$ cat config.mk
export PLATFORM = sky130hd
export DESIGN_NAME = host_bus_strobes_and_straps
export DESIGN_NICKNAME = d
export VERILOG_FILES = /design/src/hw/host_port_pkg.sv /design/src/hw/cfg_word_mem.sv /design/src/hw/host_bus_strobes_and_straps.sv
export SDC_FILE = /design/constraint.sdc
export NUM_CORES = 1
export LEC_CHECK = 0
export ABC_CLOCK_PERIOD_IN_PS = 7720
export BUFFER_PORTS_ARGS = -buffer_cell sky130_fd_sc_hd__buf_2
export CAP_MARGIN = 20
export CORE_UTILIZATION = 40
export DETAILED_ROUTE_END_ITERATION = 6
export PLACE_DENSITY = 0.54
export SLEW_MARGIN = 0
export SYNTH_ARGS = -nofsm -noshare
export SYNTH_HDL_FRONTEND = slang
export SYNTH_HIERARCHICAL = 1
export SYNTH_SLANG_ARGS = --single-unit
$ cat constraint.sdc
create_clock -name clk_sys_i -period 7.72 [get_ports clk_sys_i]
set_input_delay 0 -clock clk_sys_i [delete_from_list [all_inputs] [get_ports clk_sys_i]]
set_output_delay 0 -clock clk_sys_i [all_outputs]
set_load 0.01 [all_outputs]
$ cat src/hw/host_port_pkg.sv
// constants shared by the host bus strobe and strap front end
package host_port_pkg;
   // serial clock timing: 4 us period at 100 MHz
   localparam int unsigned CLK_PERIOD_NS    = 10;
   localparam int unsigned SK_PERIOD_NS     = 4000;
   localparam int unsigned SK_HALF_CYCLES   =
      (SK_PERIOD_NS / 2 + CLK_PERIOD_NS - 1) / CLK_PERIOD_NS;
   localparam int unsigned SK_CNT_W         = 8;
   // configuration memory load: read command then data words
   localparam int unsigned CMD_BITS         = 11;
   localparam int unsigned DATA_BITS        = 16;
   localparam int unsigned CFG_WORDS        = 8;
   localparam int unsigned WORD_IDX_W       = 3;
   localparam int unsigned BIT_CNT_W        = 5;
   localparam logic [2:0]  READ_OPCODE      = 3'h6;
   // address fields
   localparam int unsigned ADDR_HI          = 15;
   localparam int unsigned ADDR_LO          = 1;
   localparam int unsigned DEC_LO           = 4;
   localparam int unsigned BASE_W           = ADDR_HI - DEC_LO + 1;
   localparam logic [BASE_W-1:0] BASE_RESET = 12'h030;
   localparam logic [DATA_BITS-1:0] WORD_RESET = 16'h0000;
   // load sequencer states, one-hot
   typedef enum logic [3:0] {
      LD_IDLE = 4'h1,
      LD_CMD  = 4'h2,
      LD_DATA = 4'h4,
      LD_DONE = 4'h8
   } load_state_t;
endpackage : host_port_pkg

$ cat src/hw/cfg_word_mem.sv
// small memory holding the configuration words loaded from serial memory
`timescale 1ns/1ps
module cfg_word_mem
(
   input  wire logic        clk_sys_i,
   input  wire logic        rst_n_i,
   input  wire logic        wr_en_i,
   input  wire logic [2:0]  wr_idx_i,
   input  wire logic [15:0] wr_data_i,
   input  wire logic [2:0]  rd_idx_i,
   output logic      [15:0] rd_data_o
);
   logic [15:0] mem_reg [0:host_port_pkg::CFG_WORDS-1];

   // one write port per entry
   genvar g;
   generate
      for (g = 0; g < host_port_pkg::CFG_WORDS; g++)
      begin : g_word
         always_ff @(posedge clk_sys_i or negedge rst_n_i)
         begin
            if (!rst_n_i)
               mem_reg[g] <= host_port_pkg::WORD_RESET;
            else if (wr_en_i && (wr_idx_i == 3'(g)))
               mem_reg[g] <= wr_data_i;
         end
      end
   endgenerate

   // registered read
   always_ff @(posedge clk_sys_i or negedge rst_n_i)
   begin
      if (!rst_n_i)
         rd_data_o <= host_port_pkg::WORD_RESET;
      else
         rd_data_o <= mem_reg[rd_idx_i];
   end
endmodule : cfg_word_mem

$ cat src/hw/host_bus_strobes_and_straps.sv
// host bus strobe front end with strap capture and config memory load
`timescale 1ns/1ps
module host_bus_strobes_and_straps
(
   input  wire logic        clk_sys_i,
   input  wire logic        rst_n_i,
   // straps and serial memory
   input  wire logic        cfg_mem_present_strap_i,
   input  wire logic        cfg_mem_serial_in_i,
   output logic             cfg_mem_serial_out_o,
   output logic             cfg_mem_serial_clock_o,
   output logic             cfg_mem_select_o,
   input  wire logic        wide_bus_variant_i,
   // host bus
   input  wire logic [15:1] addr_i,
   input  wire logic        address_qualifier_n_i,
   input  wire logic        address_latch_strobe_n_i,
   input  wire logic        latch_mode_i,
   input  wire logic        sync_write_read_select_i,
   input  wire logic        write_strobe_n_i,
   input  wire logic        read_strobe_n_i,
   input  wire logic [15:0] write_data_i,
   input  wire logic [2:0]  cfg_read_idx_i,
   input  wire logic        chip_power_down_n_i,
   // results
   output logic             local_select_n_o,
   output logic             bus_16bit_o,
   output logic             cfg_mem_present_o,
   output logic             sync_is_write_o,
   output logic             async_write_o,
   output logic [15:0]      async_write_data_o,
   output logic             async_read_o,
   output logic [15:0]      read_data_o,
   output logic [15:1]      latched_addr_o,
   output logic             load_done_o,
   output logic             power_down_o
);
   localparam int unsigned HALF = host_port_pkg::SK_HALF_CYCLES;

   host_port_pkg::load_state_t st_reg;
   logic                     straps_taken_reg;
   logic [host_port_pkg::SK_CNT_W-1:0]  sk_cnt_reg;
   logic                     sk_reg;
   logic                     sk_fall;
   logic                     sk_rise;
   logic [host_port_pkg::BIT_CNT_W-1:0] bit_cnt_reg;
   logic [2:0]               word_idx_reg;
   logic [15:0]              shift_reg;
   logic                     mem_wr;
   logic [15:0]              mem_rd_data;
   logic                     ads_prev_reg;
   logic                     qual_lat_reg;
   logic [15:1]              addr_eff;
   logic                     qual_eff;
   logic [host_port_pkg::BASE_W-1:0] base_reg;
   logic [host_port_pkg::CMD_BITS-1:0] cmd_word;

   // ==================================================================
   // strap capture
   // ==================================================================
   // straps caught once, first edge after release
   always_ff @(posedge clk_sys_i or negedge rst_n_i)
   begin
      if (!rst_n_i)
      begin
         straps_taken_reg  <= 1'b0;
         cfg_mem_present_o <= 1'b0;
         bus_16bit_o       <= 1'b0;
      end
      else if (!straps_taken_reg)
      begin
         straps_taken_reg  <= 1'b1;
         cfg_mem_present_o <= cfg_mem_present_strap_i;
         // serial input level is the width strap when no memory is strapped present; ignored on 32-bit part
         bus_16bit_o <= !wide_bus_variant_i
                        && !cfg_mem_present_strap_i
                        && cfg_mem_serial_in_i;
      end
   end

   // ==================================================================
   // serial clock and load sequencer
   // ==================================================================
   assign sk_fall = (st_reg == host_port_pkg::LD_CMD
                     || st_reg == host_port_pkg::LD_DATA)
                    && sk_reg
                    && (sk_cnt_reg == host_port_pkg::SK_CNT_W'(HALF - 1));
   assign sk_rise = (st_reg == host_port_pkg::LD_CMD
                     || st_reg == host_port_pkg::LD_DATA)
                    && !sk_reg
                    && (sk_cnt_reg == host_port_pkg::SK_CNT_W'(HALF - 1));

   // half-period counter, toggles clock every 2 us
   always_ff @(posedge clk_sys_i or negedge rst_n_i)
   begin
      if (!rst_n_i)
      begin
         sk_cnt_reg <= '0;
         sk_reg     <= 1'b0;
      end
      else if (st_reg == host_port_pkg::LD_CMD
               || st_reg == host_port_pkg::LD_DATA)
      begin
         if (sk_cnt_reg == host_port_pkg::SK_CNT_W'(HALF - 1))
         begin
            sk_cnt_reg <= '0;
            sk_reg     <= !sk_reg;
         end
         else
            sk_cnt_reg <= sk_cnt_reg + 1'b1;
      end
      else
      begin
         sk_cnt_reg <= '0;
         sk_reg     <= 1'b0;
      end
   end

   assign cmd_word = {host_port_pkg::READ_OPCODE, 5'h00, word_idx_reg};

   // command shift out on falling edge, data sampled on rising edge
   always_ff @(posedge clk_sys_i or negedge rst_n_i)
   begin
      if (!rst_n_i)
      begin
         st_reg       <= host_port_pkg::LD_IDLE;
         bit_cnt_reg  <= '0;
         word_idx_reg <= '0;
         shift_reg    <= host_port_pkg::WORD_RESET;
      end
      else
      begin
         case (st_reg)
            host_port_pkg::LD_IDLE:
               if (straps_taken_reg && cfg_mem_present_o)
               begin
                  st_reg      <= host_port_pkg::LD_CMD;
                  bit_cnt_reg <= '0;
               end
               else if (straps_taken_reg)
                  st_reg <= host_port_pkg::LD_DONE;
            host_port_pkg::LD_CMD:
               if (sk_fall)
               begin
                  if (bit_cnt_reg ==
                      host_port_pkg::BIT_CNT_W'(host_port_pkg::CMD_BITS - 1))
                  begin
                     st_reg      <= host_port_pkg::LD_DATA;
                     bit_cnt_reg <= '0;
                  end
                  else
                     bit_cnt_reg <= bit_cnt_reg + 1'b1;
               end
            host_port_pkg::LD_DATA:
               // count parks past the last bit until the clock falls again
               if (sk_rise)
               begin
                  shift_reg <= {shift_reg[14:0], cfg_mem_serial_in_i};
                  bit_cnt_reg <= bit_cnt_reg + 1'b1;
               end
               else if (sk_fall && bit_cnt_reg ==
                        host_port_pkg::BIT_CNT_W'(host_port_pkg::DATA_BITS))
               begin
                  bit_cnt_reg  <= '0;
                  word_idx_reg <= word_idx_reg + 1'b1;
                  if (word_idx_reg == host_port_pkg::WORD_IDX_W'(
                         host_port_pkg::CFG_WORDS - 1))
                     st_reg <= host_port_pkg::LD_DONE;
                  else
                     st_reg <= host_port_pkg::LD_CMD;
               end
            host_port_pkg::LD_DONE:
               st_reg <= host_port_pkg::LD_DONE;
            default:
               st_reg <= host_port_pkg::LD_IDLE;
         endcase
      end
   end

   assign mem_wr = (st_reg == host_port_pkg::LD_DATA) && sk_rise
      && (bit_cnt_reg ==
          host_port_pkg::BIT_CNT_W'(host_port_pkg::DATA_BITS - 1));

   // serial pin outputs
   always_ff @(posedge clk_sys_i or negedge rst_n_i)
   begin
      if (!rst_n_i)
      begin
         cfg_mem_serial_out_o   <= 1'b0;
         cfg_mem_serial_clock_o <= 1'b0;
         cfg_mem_select_o       <= 1'b0;
         load_done_o            <= 1'b0;
      end
      else
      begin
         cfg_mem_serial_clock_o <= sk_reg;
         cfg_mem_select_o <= (st_reg == host_port_pkg::LD_CMD)
                             || (st_reg == host_port_pkg::LD_DATA);
         cfg_mem_serial_out_o <= (st_reg == host_port_pkg::LD_CMD)
            && cmd_word[host_port_pkg::CMD_BITS - 1
                        - 32'(bit_cnt_reg)];
         load_done_o <= (st_reg == host_port_pkg::LD_DONE);
      end
   end

   cfg_word_mem u_mem
   (
      .clk_sys_i (clk_sys_i),
      .rst_n_i   (rst_n_i),
      .wr_en_i   (mem_wr),
      .wr_idx_i  (word_idx_reg),
      .wr_data_i ({shift_reg[14:0], cfg_mem_serial_in_i}),
      .rd_idx_i  (cfg_read_idx_i),
      .rd_data_o (mem_rd_data)
   );

   // base address taken from top 12 bits of loaded word 0
   always_ff @(posedge clk_sys_i or negedge rst_n_i)
   begin
      if (!rst_n_i)
         base_reg <= host_port_pkg::BASE_RESET;
      else if (mem_wr && word_idx_reg == '0)
         base_reg <= {shift_reg[14:3]};
   end

   // ==================================================================
   // address latch and decode
   // ==================================================================
   // capture on latch strobe rising edge
   always_ff @(posedge clk_sys_i or negedge rst_n_i)
   begin
      if (!rst_n_i)
      begin
         ads_prev_reg   <= 1'b1;
         latched_addr_o <= '0;
         qual_lat_reg   <= 1'b1;
      end
      else
      begin
         ads_prev_reg <= address_latch_strobe_n_i;
         if (!ads_prev_reg && address_latch_strobe_n_i)
         begin
            latched_addr_o <= addr_i;
            qual_lat_reg   <= address_qualifier_n_i;
         end
      end
   end

   assign addr_eff = latch_mode_i ? latched_addr_o : addr_i;
   assign qual_eff = latch_mode_i ? qual_lat_reg : address_qualifier_n_i;

   // registered decode, strobes and power-down
   always_ff @(posedge clk_sys_i or negedge rst_n_i)
   begin
      if (!rst_n_i)
      begin
         local_select_n_o   <= 1'b1;
         sync_is_write_o    <= 1'b0;
         async_write_o      <= 1'b0;
         async_write_data_o <= '0;
         async_read_o       <= 1'b0;
         read_data_o        <= '0;
         power_down_o       <= 1'b0;
      end
      else
      begin
         local_select_n_o <= !(!qual_eff
            && addr_eff[host_port_pkg::ADDR_HI:host_port_pkg::DEC_LO]
               == base_reg);
         sync_is_write_o <= sync_write_read_select_i;
         async_write_o   <= !qual_eff && !write_strobe_n_i;
         if (!qual_eff && !write_strobe_n_i)
            async_write_data_o <= write_data_i;
         async_read_o <= !qual_eff && !read_strobe_n_i;
         read_data_o  <= (!qual_eff && !read_strobe_n_i)
                         ? mem_rd_data : '0;
         power_down_o <= !chip_power_down_n_i;
      end
   end
endmodule : host_bus_strobes_and_straps

After elaboration in Yosys (flattened, before gate mapping)
Cells that the tools add are included.
{"block": "word_totals", "reg_bits": 253, "inputBits": 46, "wordCells": 130, "output_inout_bits": 58}
{"block": "op_classes", "magnitude_cmp": 2, "n_mux": 26, "addsub": 4, "reduce_logical": 39, "bitwise_logic": 2, "n_eq_ne": 24}
{"op": "$bmux 16 s3", "n": 1}
{"op": "$mux 16", "n": 3}
{"op": "$lt 32x5->1 const B", "n": 1}
{"op": "$mux 4", "n": 7}
{"op": "$mux 5", "n": 5}
{"op": "$logic_and 1x1->1", "n": 23}
{"op": "$mux 8", "n": 2}
{"op": "$pmux 4 s4", "n": 1}
{"op": "$mux 15", "n": 1}
{"op": "$pmux 5 s3", "n": 1}
{"op": "$eq 12x12->1", "n": 1}
{"op": "$eq 3x3->1 const B", "n": 4}
{"op": "$eq 5x4->1 const B", "n": 2}
{"op": "$logic_not 1->1", "n": 9}
{"op": "$add 8x1->8 const B", "n": 1}
{"op": "$eq 8x8->1 const B", "n": 1}
{"op": "$eq 3x2->1 const B", "n": 2}
{"op": "$ne 2x1->1 const B", "n": 3}
{"op": "$ne 2x2->1 const B", "n": 3}
{"op": "$sub 4x5->6 const A", "n": 1}
{"op": "$add 5x1->5 const B", "n": 1}
{"op": "$eq 5x5->1 const B", "n": 1}
{"op": "$reduce_and 5->1", "n": 1}
{"op": "$bmux 1 s4", "n": 1}
{"op": "other kinds (18)", "n": 21}

Depth between registers and ports, before layout
{"block": "depth", "depth_word": 8, "ltp_mapped": 11, "mapped_depth_nobuf": 7}

Hierarchy
Netlist, hierarchy kept.
{"mod": "cfg_word_mem", "n_inst": 1, "area_each_um2": 6333.6, "seq_area_each_um2": 3603.5, "cells_each": 352}
{"mod": "host_bus_strobes_and_straps", "n_inst": 1, "area_each_um2": 4755.8, "seq_area_each_um2": 2735.1, "cells_each": 361}

Worst setup path before layout
Ideal clock, no wire load.
{"block": "synth_timing", "kind": "register -> register", "startpoint": "register st_reg[1]", "endpoint": "register u_mem/mem_reg[85] (netlist bit)", "period_less_slack_ns": 2.683, "stages_incl_launch_ff": 12, "setup_time_ns": 0.125, "path_buffers": 6, "arrival_time_ns": 2.558, "required_ns": 7.595, "slack_ns": 5.037, "cell_sequence": "dfrtp_1 buf_6 nor4b_4 and4b_1 buf_6 buf_2 and2_1 buf_4 nor4bb_1 buf_2 buf_4 mux2_2"}
{"block": "synth_via", "elab_chain_cells": 7, "word_cells_on_any_way": 8, "cone_classes": "eq/ne (2); reduce/logical (6)"}
{"element": "from (decl)", "line": "host_bus_strobes_and_straps.sv:40", "rtl": "host_port_pkg::load_state_t st_reg;"}
{"element": "from (signal assigned)", "line": "host_bus_strobes_and_straps.sv:126", "rtl": "st_reg <= host_port_pkg::LD_IDLE;"}
{"element": "from (signal assigned)", "line": "host_bus_strobes_and_straps.sv:137", "rtl": "st_reg <= host_port_pkg::LD_CMD;"}
{"element": "from (signal assigned)", "line": "host_bus_strobes_and_straps.sv:141", "rtl": "st_reg <= host_port_pkg::LD_DONE;"}
{"element": "$eq 4x2->1 / $eq 4x3->1 (equally long branches)", "line": "host_bus_strobes_and_straps.sv:88, host_bus_strobes_and_straps.sv:89, host_bus_strobes_and_straps.sv:180"}
{"element": "$logic_or 1x1->1", "line": "host_bus_strobes_and_straps.sv:89", "rtl": "|| st_reg == host_port_pkg::LD_DATA)"}
{"element": "$logic_and 1x1->1", "line": "host_bus_strobes_and_straps.sv:90", "rtl": "&& !sk_reg"}
{"element": "$logic_and 1x1->1", "line": "host_bus_strobes_and_straps.sv:91", "rtl": "&& (sk_cnt_reg == host_port_pkg::SK_CNT_W'(HALF - 1));"}
{"element": "$logic_and 1x1->1 (*)", "line": "host_bus_strobes_and_straps.sv:180", "rtl": "assign mem_wr = (st_reg == host_port_pkg::LD_DATA) && sk_rise"}
{"element": "$logic_and 1x1->1 (*)", "line": "host_bus_strobes_and_straps.sv:181", "rtl": "&& (bit_cnt_reg =="}
{"element": "named net mem_wr", "line": "host_bus_strobes_and_straps.sv:49", "rtl": "logic mem_wr;"}
{"element": "$logic_and 1x1->1 (*)", "line": "cfg_word_mem.sv:24", "rtl": "else if (wr_en_i && (wr_idx_i == 3'(g)))"}
{"element": "to (signal, indexed assignment)", "line": "cfg_word_mem.sv:23", "rtl": "mem_reg[g] <= host_port_pkg::WORD_RESET;"}
{"element": "to (signal, indexed assignment)", "line": "cfg_word_mem.sv:25", "rtl": "mem_reg[g] <= wr_data_i;"}
{"element": "to (decl)", "line": "cfg_word_mem.sv:13", "rtl": "logic [15:0] mem_reg [0:host_port_pkg::CFG_WORDS-1];"}
Mark *: on every way through the listed nets, which the timed path passes. The rest lies on a longest branch.
A chain may end at the register's enable or synchronous reset.

Worst setup path in the final report
{"block": "layout_timing", "startpoint": "register st_reg[2]", "endpoint": "register u_mem/mem_reg[90] (netlist bit)"}
The elaborated chain is that of the path after synthesis.

==> flow_summary.yaml <==
status:
  status: "finished, final reports clean"
detailed_routing:
  drt_iter0_drc: 331
  drc: 0
  drtPass1Iterations: 4
  via_count: 6382
  wl_per_cell_um: 18.1
  avgViaCountPerCell: 5.04
  ant_nets: 0
  totalWireLength_um: 23000
critical_path:
  cp-start-kind: "flip-flop"
  crit_type: "flip-flop to flip-flop"
  arrival_ns: 3.67
  timing.rr.end: "u_mem/mem_reg[90]"
  cp_slowest_stage_delay_ns: 0.75
  rr_worst_depth: 7
  cp_max_fo: 20
  cp_top_family: "simple AND/OR/NAND/NOR gates"
  crit_buf_inv: 2
  regToRegStartpoint: "st_reg[2]"
  critical_path_required_ns: 8.15
  r2r_slack_ns: 4.48
  worstPathCellList: "nor4b_4 -> and4b_1 -> buf_4 -> and2_1 -> nor4bb_4 -> buf_4 -> mux2_2"
  crit_path_end_kind: "flip-flop"
  crit_top_cell: "buf_4"
  crit_slowest_cell: "nor4bb_4"
logic_synthesis:
  synth-compound-area-share_pct: 2.12
  ys_ff_latch: 253
  synthSimpleGateAreaFrac_pct: 6.01
  avgSynthCellArea_um2: 15.6
  synthMuxAreaShare_pct: 29.3
  syn-num-nets: 767
  yosys.area.top_type: "dfrtp_1"
  synth_most_common_cell: "dfrtp_1"
  synth_xor_xnor_area_share_pct: 1.58
  seq_area_frac_synth_pct: 57.2
  yosys.area.top_type_share_pct: 55.7
  yosys_warnings: 6
  synthFlopType: "dfrtp_1"
  synth_top_family_by_area: "multiplexers"
  ys_async_sr_fraction_pct: 100
  synth_edf_count: 0
  synth_area_leaders: "dfrtp_1 56%, mux2_2 21%, mux4_1 6.6%"
  syn_area_um2: 11100
  synth-adder-area-share_pct: 0.903
  syn_inst: 713
  ys_top_cells_by_count: "247 x dfrtp_1, 203 x mux2_2, 28 x mux4_1"
  synth_cell_types: 58
placed_design:
  dpl.hpwl_um: 14200
  portBuffers: 103
  gp_routability_congestion: 0.785
  dpl.cell_count: 1156
  place_ws_ns: 4.44
power_and_ir_drop:
  p_leak_nw: 6.69
  power.density_nw_per_um2: 230
  ir_drop_v: 0.000134
  finalPower_mw: 3.11
final_layout:
  antenna_cells: 0
  fin_cells: 1267
  fin_nets: 927
  multiInputGateArea_um2: 4460
  final_core_util_pct: 49.9
  n_fill_cell: 2267
  seqCellArea_um2: 6340
  largest_register_ffs: 128
  drive_gt1_share_pct: 43.4
  area_growth_pct: 22.0
floorplanning:
  io_pins: 104
  initial_core_util_pct: 40.9
  rows: 60
  core_um2: 27100
  die_w_um: 169
  die_y_um: 169
  dieArea_um2: 28400
grt:
  grt_pass1_vias: 7096
  grt_pass1_wl_um: 38100
  grt_usage_pct: 16.8
  grt_max_degree: 108
  overflow: 0
  antenna_found_initial: 0
cts:
  cts_tree: "built"
  cts_inserted_buffers: 28
  clockRootBuffer: "clkbuf_16"
  clk_latency_ns: 0.55
  post_cts_buffers: 0
  clock_path_buffers: 3
  clk_pin_slew_ns: 0.06
  htree_levels: 1
  clock_sinks: 253
timing:
  min_period_over_period_pct: 42.0
  setup-violations-final: 0
  rsz0062_at_grt: "no"
  setup_slack_ns: 4.48
  relSlewSlack_pct: 37.6
  fmax_mhz: 309
  drv_slew: 0
  setup_tns_ns: 0
  tightestPinTransition_ns: 0.936
  finClkSkew_ns: 0.0226
  hold_violations: 0
  min_period_ns: 3.24
hold_path:
  hold_start: "latch_mode_i"
  hold_class: "input port to flip-flop"
  hold_depth: 4
  whs_endpoint: "local_select_n_o"
flow_run:
  cap_violations: 0
[worst max-delay path by stage]
stage / start / depth (start not counted) / endpoint
4_1_cts: st_reg[2] / 7 / u_mem/mem_reg[90]
3_3_place_gp: st_reg[1] / 6 / u_mem/mem_reg[59]
2_1_floorplan: st_reg[1] / 11 / u_mem/mem_reg[85]
6_report: st_reg[2] / 7 / u_mem/mem_reg[90]
5_1_grt: st_reg[2] / 7 / u_mem/mem_reg[90]
3_5_place_dp: sk_cnt_reg[0] / 8 / u_mem/mem_reg[90]
[through the flow]
step | hold slack [ns] | area, µm²
5_1_grt | 0.0687 | 13500
3_5_place_dp | 0.108 | 11900
4_1_cts | 0.0217 | 13500
6_report | 0.0482 | 13500
2_1_floorplan | -0.296 | 11100
3_3_place_gp | 0.106 | 11900
[worst register-to-register path: cells and delay by family, from the launching register on]
| family | cells | cell delay, ns |
|---|---|---|
| and+or+nand+nor | 4 | 1.63 |
| buffers and inverters | 2 | 0.62 |
| DFF | 1 | 0.54 |
| muxes | 1 | 0.36 |
[power by group]
group          leakage, nW  internal, mW  switching, mW
clock                0.491         0.887          0.533
sequential            3.42          1.37         0.0431
combinational         2.78         0.137          0.133
total                 6.69          2.40          0.709
[area by class of cell]
type | instances | share of cell area, %
inverter | 14 | 0.389
sequential | 253 | 46.9
clock inverter | 10 | 1.23
multi-input combinational | 407 | 33.0
timing repair buffer | 169 | 8.83
tap | 372 | 3.44
clock buffer | 42 | 6.24
[routing by layer]
layer  vias to the layer above  global-route usage [%]  routed length [µm]
met1                      3288                    20.5                9620
li1                       2941                       -                   -
met5                         -                       0                   0
met2                       120                    31.2               12200
met4                         0                    4.15                 431
met3                        33                    2.50                 738
[what timing repair did]
item                                   4_1_cts  5_1_grt
hold buffers                                58        0
endpoints found under the hold margin      166        0
gates resized for setup                      0        0
[kinds of logic (layout without fill, tap and decap cells)]
family,Yosys count,after routing
AO/OA/AOI/OAI,34,34
XOR/XNOR,20,20
adder cells (fa/ha/maj),8,8
buffers and inverters,53,235
flip-flops,253,253
multiplexers,249,249
other,1,1
AND/OR/NAND/NOR,95,95
[placed cells by master (no fill, tap or decap), drive strengths merged, types with 5 or more instances in the layout]
cell,n
nor2,18
dfstp,6
and2,18
clkbuf,42
mux2,204
a21oi,10
mux4,32
o21ai,9
dlygate4sd3,58
nand2b,6
inv,13
nand3,8
nand4b,5
ha,8
clkinv,5
xnor2,12
mux2i,13
xor2,8
buf,111
nand2,7
dfrtp,247
(Power assumes the default switching activity.)
